### src/rtl/mio_consts.svh
`ifndef MIO_CONSTS_SVH
`define MIO_CONSTS_SVH

// ==========================================================
// Opcodes
`define MIO_OP_QO_W32 8'h6c
`define MIO_OP_DIO 8'hbb
`define MIO_OP_DIO_DTR 8'hbd
`define MIO_OP_DIO_W32 8'hbc
`define MIO_OP_QIO 8'heb

// ==========================================================
// Phase lengths, in bits or clocks
`define MIO_OPCODE_BITS 6'h08
`define MIO_MODE_BITS 6'h08
`define MIO_ADDR_NARROW 6'h18
`define MIO_ADDR_WIDE 6'h20
`define MIO_DUMMY_QO 6'h08
`define MIO_DUMMY_DIO 6'h00
`define MIO_DUMMY_DIO_DTR 6'h04
`define MIO_DUMMY_QIO 6'h04

// ==========================================================
// Continuous read select field and fill values
`define MIO_CONT_SEL 2'h2
`define MIO_CONT_SEL_MSB 5
`define MIO_CONT_SEL_LSB 4
`define MIO_UNDERRUN_BYTE 8'hff
`define MIO_PIN_INIT 6'h20

`endif

### src/rtl/mio_pkg.sv
package mio_pkg;

	typedef enum logic [2:0] {
		mio_st_idle = 3'b000,
		mio_st_cmd = 3'b001,
		mio_st_addr = 3'b010,
		mio_st_mode = 3'b011,
		mio_st_dummy = 3'b100,
		mio_st_data = 3'b101,
		mio_st_ignore = 3'b110
	} mio_state_t;

	typedef struct packed {
		logic quad_lane_enable_bit;
		logic quad_command_mode;
		logic four_byte_mode;
	} mio_cfg_t;

	typedef struct packed {
		logic valid;
		logic [2:0] addr_lanes;
		logic [2:0] data_lanes;
		logic dtr;
		logic has_mode;
		logic [5:0] dummy;
		logic [5:0] addr_bits;
	} mio_op_info_t;

endpackage : mio_pkg

### src/rtl/mio_fifo.sv
`timescale 1ns/10ps

module mio_fifo #(
	parameter int WIDTH = 8,
	parameter int DEPTH = 8
) (
	input wire logic ref_clk,
	input wire logic reset,
	input wire logic flush,
	input wire logic in_valid,
	output logic in_ready,
	input wire logic [WIDTH-1:0] in_data,
	output logic out_valid,
	input wire logic out_ready,
	output logic [WIDTH-1:0] out_data
);
	localparam int AW = $clog2(DEPTH);

	// DEPTH must be a power of two for the wrap bit to work
	logic [WIDTH-1:0] mem [DEPTH];
	logic [AW:0] wr_q;
	logic [AW:0] rd_q;
	logic full;
	logic empty;

	assign empty = (wr_q == rd_q);
	assign full = (wr_q[AW] != rd_q[AW]) && (wr_q[AW-1:0] == rd_q[AW-1:0]);
	assign in_ready = !full;
	assign out_valid = !empty;
	assign out_data = mem[rd_q[AW-1:0]];

	always_ff @(posedge ref_clk) begin
		if (in_valid && !full && !flush) begin
			mem[wr_q[AW-1:0]] <= in_data;
		end
	end

	always_ff @(posedge ref_clk) begin
		if (reset || flush) begin
			wr_q <= '0;
			rd_q <= '0;
		end else begin
			if (in_valid && !full) begin
				wr_q <= wr_q + 1'b1;
			end
			if (out_ready && !empty) begin
				rd_q <= rd_q + 1'b1;
			end
		end
	end
endmodule : mio_fifo

### src/rtl/mio_read_seq.sv
// Behaviour
// - Opcode 6Ch always takes 32 address bits
// - Opcode 6Ch refused in quad command mode
// - Dual I/O address arrives two bits per clock
// - Dual I/O: no dummy clocks; DTR dual I/O four, lane input ignored
// - Mode byte follows address; low nibble ignored
// - Select bits 10: next frame skips opcode
// - Other select values: next frame needs opcode
// - Opcode BCh always takes 32 address bits
// - Opcode BCh refused in quad command mode
// - Quad I/O: four lanes, four dummy clocks
// - Quad I/O refused without quad lane enable
// - Address 24 bits, or 32 in four-byte mode
// - DTR reads use both clock edges
// - Address advances per byte until deselect
`timescale 1ns/10ps
`include "mio_consts.svh"

module mio_read_seq import mio_pkg::*; #(
	parameter int FIFO_DEPTH = 8
) (
	input wire logic ref_clk,
	input wire logic reset,
	input wire mio_cfg_t cfg,
	input wire logic cs_n_pin,
	input wire logic sclk_pin,
	input wire logic [3:0] data_lane_in,
	output logic [3:0] data_lane_out_q,
	output logic [3:0] data_lane_oe_q,
	output logic fetch_req_q,
	output logic [31:0] fetch_addr_q,
	input wire logic arr_valid,
	input wire logic [7:0] arr_data,
	output logic continuous_read_q,
	output logic reject_q,
	output logic busy_q,
	output logic underrun_q
);
	// ==========================================================
	// Opcode decode
	function automatic mio_op_info_t op_info(input logic [7:0] op, input logic four_b);
		mio_op_info_t i;
		i = '0;
		i.addr_bits = four_b ? `MIO_ADDR_WIDE : `MIO_ADDR_NARROW;
		case (op)
			`MIO_OP_QO_W32: begin
				i.valid = 1'b1;
				i.addr_lanes = 3'h1;
				i.data_lanes = 3'h4;
				i.dummy = `MIO_DUMMY_QO;
				i.addr_bits = `MIO_ADDR_WIDE;
			end
			`MIO_OP_DIO, `MIO_OP_DIO_W32: begin
				i.valid = 1'b1;
				i.addr_lanes = 3'h2;
				i.data_lanes = 3'h2;
				i.has_mode = 1'b1;
				i.dummy = `MIO_DUMMY_DIO;
				if (op == `MIO_OP_DIO_W32) begin
					i.addr_bits = `MIO_ADDR_WIDE;
				end
			end
			`MIO_OP_DIO_DTR: begin
				i.valid = 1'b1;
				i.addr_lanes = 3'h2;
				i.data_lanes = 3'h2;
				i.dtr = 1'b1;
				i.has_mode = 1'b1;
				i.dummy = `MIO_DUMMY_DIO_DTR;
			end
			`MIO_OP_QIO: begin
				i.valid = 1'b1;
				i.addr_lanes = 3'h4;
				i.data_lanes = 3'h4;
				i.has_mode = 1'b1;
				i.dummy = `MIO_DUMMY_QIO;
			end
			default: begin
				i.valid = 1'b0;
			end
		endcase
		return i;
	endfunction : op_info

	// Top bits of a byte on the lowest lanes, upper group first
	function automatic logic [3:0] lanes_of(input logic [7:0] b, input logic [2:0] w);
		case (w)
			3'h4: lanes_of = b[7:4];
			3'h2: lanes_of = {2'h0, b[7:6]};
			default: lanes_of = 4'h0;
		endcase
	endfunction : lanes_of

	// ==========================================================
	// Pin sampling and edge finding
	logic [5:0] pin_s;
	logic s_cs_n;
	logic s_sclk;
	logic [3:0] s_io;
	logic sclk_prev_q;
	logic cs_prev_q;
	logic rise;
	logic fall;
	logic cs_fall;

	mio_sync #(.WIDTH(6), .INIT(`MIO_PIN_INIT)) u_sync (
		.ref_clk(ref_clk),
		.reset(reset),
		.async_in({cs_n_pin, sclk_pin, data_lane_in}),
		.sync_out(pin_s)
	);

	assign s_cs_n = pin_s[5];
	assign s_sclk = pin_s[4];
	assign s_io = pin_s[3:0];
	assign rise = s_sclk && !sclk_prev_q;
	assign fall = !s_sclk && sclk_prev_q;
	assign cs_fall = !s_cs_n && cs_prev_q;

	always_ff @(posedge ref_clk) begin
		if (reset) begin
			sclk_prev_q <= 1'b0;
			cs_prev_q <= 1'b1;
		end else begin
			sclk_prev_q <= s_sclk;
			cs_prev_q <= s_cs_n;
		end
	end

	// ==========================================================
	// Sequencer state
	mio_state_t st_q;
	logic [5:0] cnt_q;
	logic [31:0] sh_q;
	logic [7:0] op_q;
	mio_op_info_t info_q;
	logic [7:0] mode_q;

	logic [2:0] cur_w;
	logic in_ev;
	logic [31:0] sh_next;
	logic [5:0] cnt_next;
	mio_op_info_t nxt_info;
	logic op_done;
	logic op_refused;
	logic addr_done;
	logic mode_done;
	logic [31:0] addr_val;
	mio_state_t after_mode;

	// Mode byte keeps the address lane width and rate
	assign cur_w = (st_q == mio_st_cmd) ? (cfg.quad_command_mode ? 3'h4 : 3'h1)
		: info_q.addr_lanes;
	// A fall with nothing counted yet still belongs to the opcode's last clock
	assign in_ev = rise || (info_q.dtr && fall && st_q != mio_st_cmd
		&& cnt_q != 6'h00);
	assign cnt_next = cnt_q + {3'h0, cur_w};
	assign nxt_info = op_info(sh_next[7:0], cfg.four_byte_mode);
	assign op_done = st_q == mio_st_cmd && rise && cnt_next == `MIO_OPCODE_BITS;
	assign addr_done = st_q == mio_st_addr && in_ev && cnt_next == info_q.addr_bits;
	assign mode_done = st_q == mio_st_mode && in_ev && cnt_next == `MIO_MODE_BITS;
	assign addr_val = (info_q.addr_bits == `MIO_ADDR_WIDE) ? sh_next
		: {8'h00, sh_next[23:0]};
	assign after_mode = (info_q.dummy == 6'h00) ? mio_st_data : mio_st_dummy;

	always_comb begin
		case (cur_w)
			3'h4: sh_next = {sh_q[27:0], s_io};
			3'h2: sh_next = {sh_q[29:0], s_io[1:0]};
			default: sh_next = {sh_q[30:0], s_io[0]};
		endcase
	end

	// Only the quad I/O read is taken while in quad command mode
	always_comb begin
		op_refused = !nxt_info.valid;
		if (cfg.quad_command_mode && sh_next[7:0] == `MIO_OP_QO_W32) begin
			op_refused = 1'b1;
		end
		if (cfg.quad_command_mode && sh_next[7:0] == `MIO_OP_DIO_W32) begin
			op_refused = 1'b1;
		end
		if (cfg.quad_command_mode && sh_next[7:0] != `MIO_OP_QIO) begin
			op_refused = 1'b1;
		end
		if (sh_next[7:0] == `MIO_OP_QIO && !cfg.quad_lane_enable_bit) begin
			op_refused = 1'b1;
		end
	end

	always_ff @(posedge ref_clk) begin
		if (reset) begin
			st_q <= mio_st_idle;
			cnt_q <= 6'h00;
			sh_q <= 32'h0000_0000;
			op_q <= 8'h00;
			info_q <= '0;
			mode_q <= 8'h00;
		end else if (s_cs_n) begin
			st_q <= mio_st_idle;
			cnt_q <= 6'h00;
		end else begin
			case (st_q)
				mio_st_idle: begin
					if (cs_fall) begin
						cnt_q <= 6'h00;
						if (continuous_read_q) begin
							info_q <= op_info(op_q, cfg.four_byte_mode);
							st_q <= mio_st_addr;
						end else begin
							st_q <= mio_st_cmd;
						end
					end
				end
				mio_st_cmd: begin
					if (rise) begin
						sh_q <= sh_next;
						cnt_q <= cnt_next;
						if (op_done) begin
							op_q <= sh_next[7:0];
							info_q <= nxt_info;
							cnt_q <= 6'h00;
							st_q <= op_refused ? mio_st_ignore : mio_st_addr;
						end
					end
				end
				mio_st_addr: begin
					if (in_ev) begin
						sh_q <= sh_next;
						cnt_q <= cnt_next;
						if (addr_done) begin
							cnt_q <= 6'h00;
							st_q <= info_q.has_mode ? mio_st_mode : after_mode;
						end
					end
				end
				mio_st_mode: begin
					if (in_ev) begin
						sh_q <= sh_next;
						cnt_q <= cnt_next;
						if (mode_done) begin
							mode_q <= sh_next[7:0];
							cnt_q <= 6'h00;
							st_q <= after_mode;
						end
					end
				end
				mio_st_dummy: begin
					// Lanes are not sampled while the dummy clocks run
					if (rise) begin
						cnt_q <= cnt_q + 6'h01;
						if (cnt_q + 6'h01 == info_q.dummy) begin
							cnt_q <= 6'h00;
							st_q <= mio_st_data;
						end
					end
				end
				mio_st_data, mio_st_ignore: begin
					st_q <= st_q;
				end
				default: begin
					st_q <= mio_st_ignore;
				end
			endcase
		end
	end

	// ==========================================================
	// Continuous read flag
	// Only the select bits matter; a host driving ones sets the low
	// select bit and so falls back to full commands
	always_ff @(posedge ref_clk) begin
		if (reset) begin
			continuous_read_q <= 1'b0;
		end else if (mode_done) begin
			continuous_read_q <= sh_next[`MIO_CONT_SEL_MSB:`MIO_CONT_SEL_LSB]
				== `MIO_CONT_SEL;
		end
	end

	// ==========================================================
	// Data prefetch from the array
	logic run_q;
	logic pend_q;
	logic stale_q;
	logic issue;
	logic accept;
	logic fifo_in_ready;
	logic fifo_out_valid;
	logic fifo_pop;
	logic [7:0] fifo_out_data;

	// One request in flight, so a free slot always awaits its answer
	assign issue = run_q && !pend_q && fifo_in_ready && !s_cs_n;
	assign accept = arr_valid && pend_q && !stale_q && !s_cs_n;

	always_ff @(posedge ref_clk) begin
		if (reset) begin
			run_q <= 1'b0;
			pend_q <= 1'b0;
			stale_q <= 1'b0;
			fetch_req_q <= 1'b0;
			fetch_addr_q <= 32'h0000_0000;
		end else begin
			fetch_req_q <= issue && !addr_done;
			if (s_cs_n) begin
				run_q <= 1'b0;
			end else if (addr_done) begin
				run_q <= 1'b1;
			end
			if (issue && !addr_done) begin
				pend_q <= 1'b1;
			end else if (arr_valid) begin
				pend_q <= 1'b0;
			end
			// Answer to a request from a closed frame is dropped
			if (arr_valid) begin
				stale_q <= 1'b0;
			end else if (s_cs_n && pend_q) begin
				stale_q <= 1'b1;
			end
			if (addr_done) begin
				fetch_addr_q <= addr_val;
			end else if (accept) begin
				fetch_addr_q <= fetch_addr_q + 32'h0000_0001;
			end
		end
	end

	mio_fifo #(.WIDTH(8), .DEPTH(FIFO_DEPTH)) u_fifo (
		.ref_clk(ref_clk),
		.reset(reset),
		.flush(s_cs_n),
		.in_valid(accept),
		.in_ready(fifo_in_ready),
		.in_data(arr_data),
		.out_valid(fifo_out_valid),
		.out_ready(fifo_pop),
		.out_data(fifo_out_data)
	);

	// ==========================================================
	// Data output on the lanes
	logic out_ev;
	logic [2:0] left_q;
	logic [7:0] dout_q;
	logic [7:0] byte_now;

	assign out_ev = st_q == mio_st_data && !s_cs_n && (fall || (info_q.dtr && rise));
	assign fifo_pop = out_ev && left_q == 3'h0;
	assign byte_now = fifo_out_valid ? fifo_out_data : `MIO_UNDERRUN_BYTE;

	always_ff @(posedge ref_clk) begin
		if (reset || s_cs_n) begin
			left_q <= 3'h0;
			dout_q <= 8'h00;
			data_lane_out_q <= 4'h0;
			data_lane_oe_q <= 4'h0;
		end else if (st_q != mio_st_data) begin
			data_lane_oe_q <= 4'h0;
		end else if (out_ev) begin
			// Lanes turn round only at the first data edge
			data_lane_oe_q <= (info_q.data_lanes == 3'h4) ? 4'hf : 4'h3;
			if (left_q == 3'h0) begin
				data_lane_out_q <= lanes_of(byte_now, info_q.data_lanes);
				dout_q <= byte_now << info_q.data_lanes;
				left_q <= 3'h0 - info_q.data_lanes;
			end else begin
				data_lane_out_q <= lanes_of(dout_q, info_q.data_lanes);
				dout_q <= dout_q << info_q.data_lanes;
				left_q <= left_q - info_q.data_lanes;
			end
		end
	end

	// ==========================================================
	// Status
	always_ff @(posedge ref_clk) begin
		if (reset) begin
			reject_q <= 1'b0;
			busy_q <= 1'b0;
			underrun_q <= 1'b0;
		end else begin
			reject_q <= op_done && op_refused && !s_cs_n;
			busy_q <= !s_cs_n && st_q != mio_st_idle;
			underrun_q <= fifo_pop && !fifo_out_valid && !s_cs_n;
		end
	end
endmodule : mio_read_seq

### src/rtl/mio_sync.sv
`timescale 1ns/10ps

module mio_sync #(
	parameter int WIDTH = 1,
	parameter logic [WIDTH-1:0] INIT = '0
) (
	input wire logic ref_clk,
	input wire logic reset,
	input wire logic [WIDTH-1:0] async_in,
	output logic [WIDTH-1:0] sync_out
);
	logic [WIDTH-1:0] meta_q;

	always_ff @(posedge ref_clk) begin
		if (reset) begin
			meta_q <= INIT;
			sync_out <= INIT;
		end else begin
			meta_q <= async_in;
			sync_out <= meta_q;
		end
	end
endmodule : mio_sync
### config.mk
export PLATFORM = sky130hd
export DESIGN_NAME = mio_read_seq
export DESIGN_NICKNAME = d
export VERILOG_FILES = /design/src/rtl/mio_pkg.sv /design/src/rtl/mio_fifo.sv /design/src/rtl/mio_read_seq.sv /design/src/rtl/mio_sync.sv
export VERILOG_INCLUDE_DIRS = /design/src /design/src/rtl
export SDC_FILE = /design/constraint.sdc
export NUM_CORES = 1
export LEC_CHECK = 0
export ABC_AREA = 1
export BUFFER_PORTS_ARGS = -buffer_cell sky130_fd_sc_hd__buf_2
export CORE_ASPECT_RATIO = 2
export CORE_MARGIN = 2
export CORE_UTILIZATION = 30
export DETAILED_ROUTE_END_ITERATION = 8
export MAX_ROUTING_LAYER = met4
export SYNTH_ARGS = -nofsm -noshare
export SYNTH_HDL_FRONTEND = slang
export SYNTH_HIERARCHICAL = 1
export SYNTH_SLANG_ARGS = --single-unit
export TNS_END_PERCENT = 100
### constraint.sdc
create_clock -name ref_clk -period 6.63 [get_ports ref_clk]
set_input_delay 0.3315 -clock ref_clk [delete_from_list [all_inputs] [get_ports ref_clk]]
set_output_delay 0.3315 -clock ref_clk [all_outputs]
set_load 0.05 [all_outputs]
==> out/qor.csv <==
stage;metric;value;unit
clocking;clk_lat worst skew;0.53;ns
clocking;CTS max path bufs;3;
die;die width;134.5;um
sta;period utilization;59.10;%
die;# IOs;65;
synth;Post-synth top cells;nand2_1, nor2_1, inv_1, o21ai_0, dfxtp_1;
run;Max Cap Viol;0;
sta;Post-Route Setup TNS;0;ns
clocking;CTS tree;done;
sta;slew of the pin with the lowest slew margin;1.127;ns
clocking;depth of the CTS H-tree;1;
layout;ratio of cells with drive above 1 in the final layout;11.53;%
global_route;vias in the first global route;8791;
placement;Buffers on Ports;64;
sta;Max Freq;255.2;MHz
detailed_routing;via total after detailed routing;9086;
power;Static Leak;0.004280;uW
layout;Layout area overhead;12.90;%
synth;fraction of registers with async set/reset;0;%
detailed_routing;Antenna Violating Nets Remaining;0;
global_route;first-pass GRT wire length;46030;um
worst_hold_path;Hold EP;u_sync/meta_q[4];
detailed_routing;DR WL/cell;16.17;um
placement;pre-CTS setup slack;2.763;ns
critical_path;CP Data Required Time;7.11;ns
synth;top post-synthesis cells by area;dfxtp_1, edfxtp_1, nand2_1;
global_route;initial antenna violation count;0;
critical_path;Crit. End Element;register;
sta;final hold vios;0;
detailed_routing;Total Wirelength;29190;um
die;Die Span Y;265.1;um
power;PD cells;216.5;mW/mm^2
synth;top-count cell post-synth;nand2_1;
sta;RSZ-0062 raised after global routing;no;
synth;FF+latch count, synth;202;
detailed_routing;Initial DRC Count;441;
synth;Post-synth EDFFs;64;
die;row count;95;
critical_path;crit path DAT;4.40;ns
detailed_routing;DR vias/cell;5.031;
synth;ys flop type;dfxtp_1;
layout;final core occ;34.31;%
sta;Worst Clk Skew;0.03505;ns
critical_path;reg2reg end;fetch_addr_q[1];
synth;Synthesized Nets;1347;
run_status;status;completed;
synth;Synth Instances;1315;
detailed_routing;first drt pass iteration count;5;
synth;Synth Cell Area;0.01022;mm^2
sta;endpoints failing setup;0;
layout;Inserted Diodes;0;
worst_hold_path;hold depth;3;
critical_path;CP Launch Type;register;
layout;Layout Nets;1387;
clocking;CTS sink cnt;202;
global_route;largest net degree at the start of global routing;63;
global_route;grt ovf;0;
critical_path;R2R Path Start;st_q[2];
critical_path;crit path kind;reg2reg;
die;Initial Utilization;30.39;%
critical_path;CP max stage delay;0.43;ns
clocking;setup bufs post-CTS;0;
sta;Final Max Slew Viols;0;
synth;sequential-to-total area share from yosys stat;45.83;%
clocking;CTS resizes;0;
synth;synthesized area per cell;7.774;um^2
sta;Worst Slack Setup Final;2.711;ns
clocking;hold buffers post-CTS;1;
worst_hold_path;HP Class;in2reg;
synth;Synth Warn #;6;
synth;Yosys top cell by area;dfxtp_1;
power;VDD IR max;0.0001390;V
placement;routability cong.;0.8926;
sta;slew margin rel.;24.76;%
placement;detailed-placement wirelength estimate;21270;um
clocking;CTS Buf Count;21;
global_route;GR Util All Layers;16.79;%
die;Die Area;0.03566;mm^2
critical_path;Worst Path Max Fanout;52;
layout;Design Area, Final;0.01154;mm^2
critical_path;r2r setup slk;2.71;ns
die;core area;0.03364;mm^2
clocking;clk slew on worst S/H paths;0.07;ns
clocking;root buf cell;clkbuf_16;
critical_path;Crit-path slowest cell;dfxtp_1;
placement;post-placement cell area;0.01087;mm^2
synth;post-synth cell types;54;
sta;Period minus WS final;3.919;ns
worst_hold_path;worst hold path startpoint;sclk_pin;
synth;top cell type's share of synthesized area;27.03;%
critical_path;CP Cell Sequence;inv_4 -> nand3_2 -> nand2_4 -> nand2_1 -> ha_1 -> inv_1 -> fa_1 -> o21ai_2 -> xor2_1 -> inv_1 -> nand3_1 -> a21oi_1 -> nand2_1 -> buf_4 -> nand2_1 -> inv_1 -> nand2_1 -> a31o_2 -> inv_1;
critical_path;Worst R2R Path Depth;19;
detailed_routing;residual DRC count;0;
-- area by class of cell --
class,count,area [um^2]
clock buffers,26,554.3
clock inverters,12,106.4
fillers,3507,22100
inverters,165,621.8
multi-input cells,893,4646
flip-flops and latches,202,4684
well taps,436,545.5
repair buffers,72,382.9
-- sequential cells by signal, indices dropped and copies added (netlist names), 2 cells and up, named ones only --
signal and cells:
cnt_q 6, data_lane_oe_q 2, data_lane_out_q 4, dout_q 8, fetch_addr_q 32, info_q 9, left_q 2, op_q 8
sh_q 31, st_q 3, u_fifo/mem 64, u_fifo/rd_q 4, u_fifo/wr_q 4, u_sync/meta_q 6, u_sync/sync_out 6
-- through the flow --
step	power (uW)	std cells	hold WS (ns)
floorplan	1337	1315	0.3865
global route	2575	1806	0.02148
finish	2499	1806	0.02700
detailed placement	1360	1767	0.3969
CTS	2535	1806	0.005818
global placement	1360	1767	0.3943
-- layer usage --
metal / GRT usage (%) / vias up / wire (um)
li1: - / 4514 / -
met1: 15.42 / 4232 / 9955
met2: 31.81 / 223 / 16050
met3: 1.944 / 117 / 1053
met4: 11.21 / 0 / 2137
met5: - / - / 0
-- critical path: cells and delay by family, from the launching register on --
| kind | cells | cell delay (ns) |
|---|---|---|
| compound gates | 3 | 0.43 |
| flops | 1 | 0.43 |
| fa+ha+maj | 2 | 0.60 |
| xor+xnor | 1 | 0.27 |
| simple gates | 7 | 1.11 |
| buf+inv | 6 | 1.00 |
-- logic make-up (layout without fill, tap and decap cells) --
kind of cell,count (synthesis),count (layout),synth area share (%)
compound gates,338,338,18.42
flops,202,202,45.83
buf+inv,220,275,8.727
xor+xnor,28,28,2.399
simple gates,515,515,23.08
fa+ha+maj,12,12,1.542
-- power by group --
group	total (uW)	internal [uW]	switching (uW)	leakage [uW]
Sequential	1280	1280	3.90	0.00169
Clock	1170	643	524	0.000323
Combinational	49.6	14.2	35.5	0.00227
-- layout by cell type (no fill, tap or decap), types with 4 or more instances in the layout --
master     count
nand4_1       13
xor2_1        17
edfxtp_1      64
nand2_2        5
nor2_2         6
nor3_1        14
buf_4          7
clkinv_1       5
a31oi_1       10
o21ai_1       14
nand3_4        4
buf_2         64
o221ai_1      20
clkbuf_16     21
clkbuf_1       4
a21oi_1      114
nand2_1      217
or2_2          4
nor2_1       155
nand2_4        7
nand3_2        9
clkinv_2       4
inv_2          6
nor4_1        10
o22ai_1       10
ha_1          11
inv_1        153
inv_6          4
o21ai_0      144
nand3b_1       4
a211oi_1       5
dfxtp_1      138
xnor2_1       11
nand3_1       58
-- worst max path at each step --
stage | from | to | slack [ns] | cells past startpoint
after detailed placement | st_q[2] | fetch_addr_q[1] | 2.76 | 19
after floorplan | st_q[2] | op_q[2] | 3.58 | 19
final | st_q[2] | fetch_addr_q[1] | 2.71 | 19
after global placement | st_q[1] | fetch_addr_q[1] | 2.86 | 19
after CTS | st_q[2] | fetch_addr_q[1] | 2.75 | 19
after global routing | st_q[2] | fetch_addr_q[1] | 2.43 | 19
No activity file was read; power rests on OpenSTA's default activity.
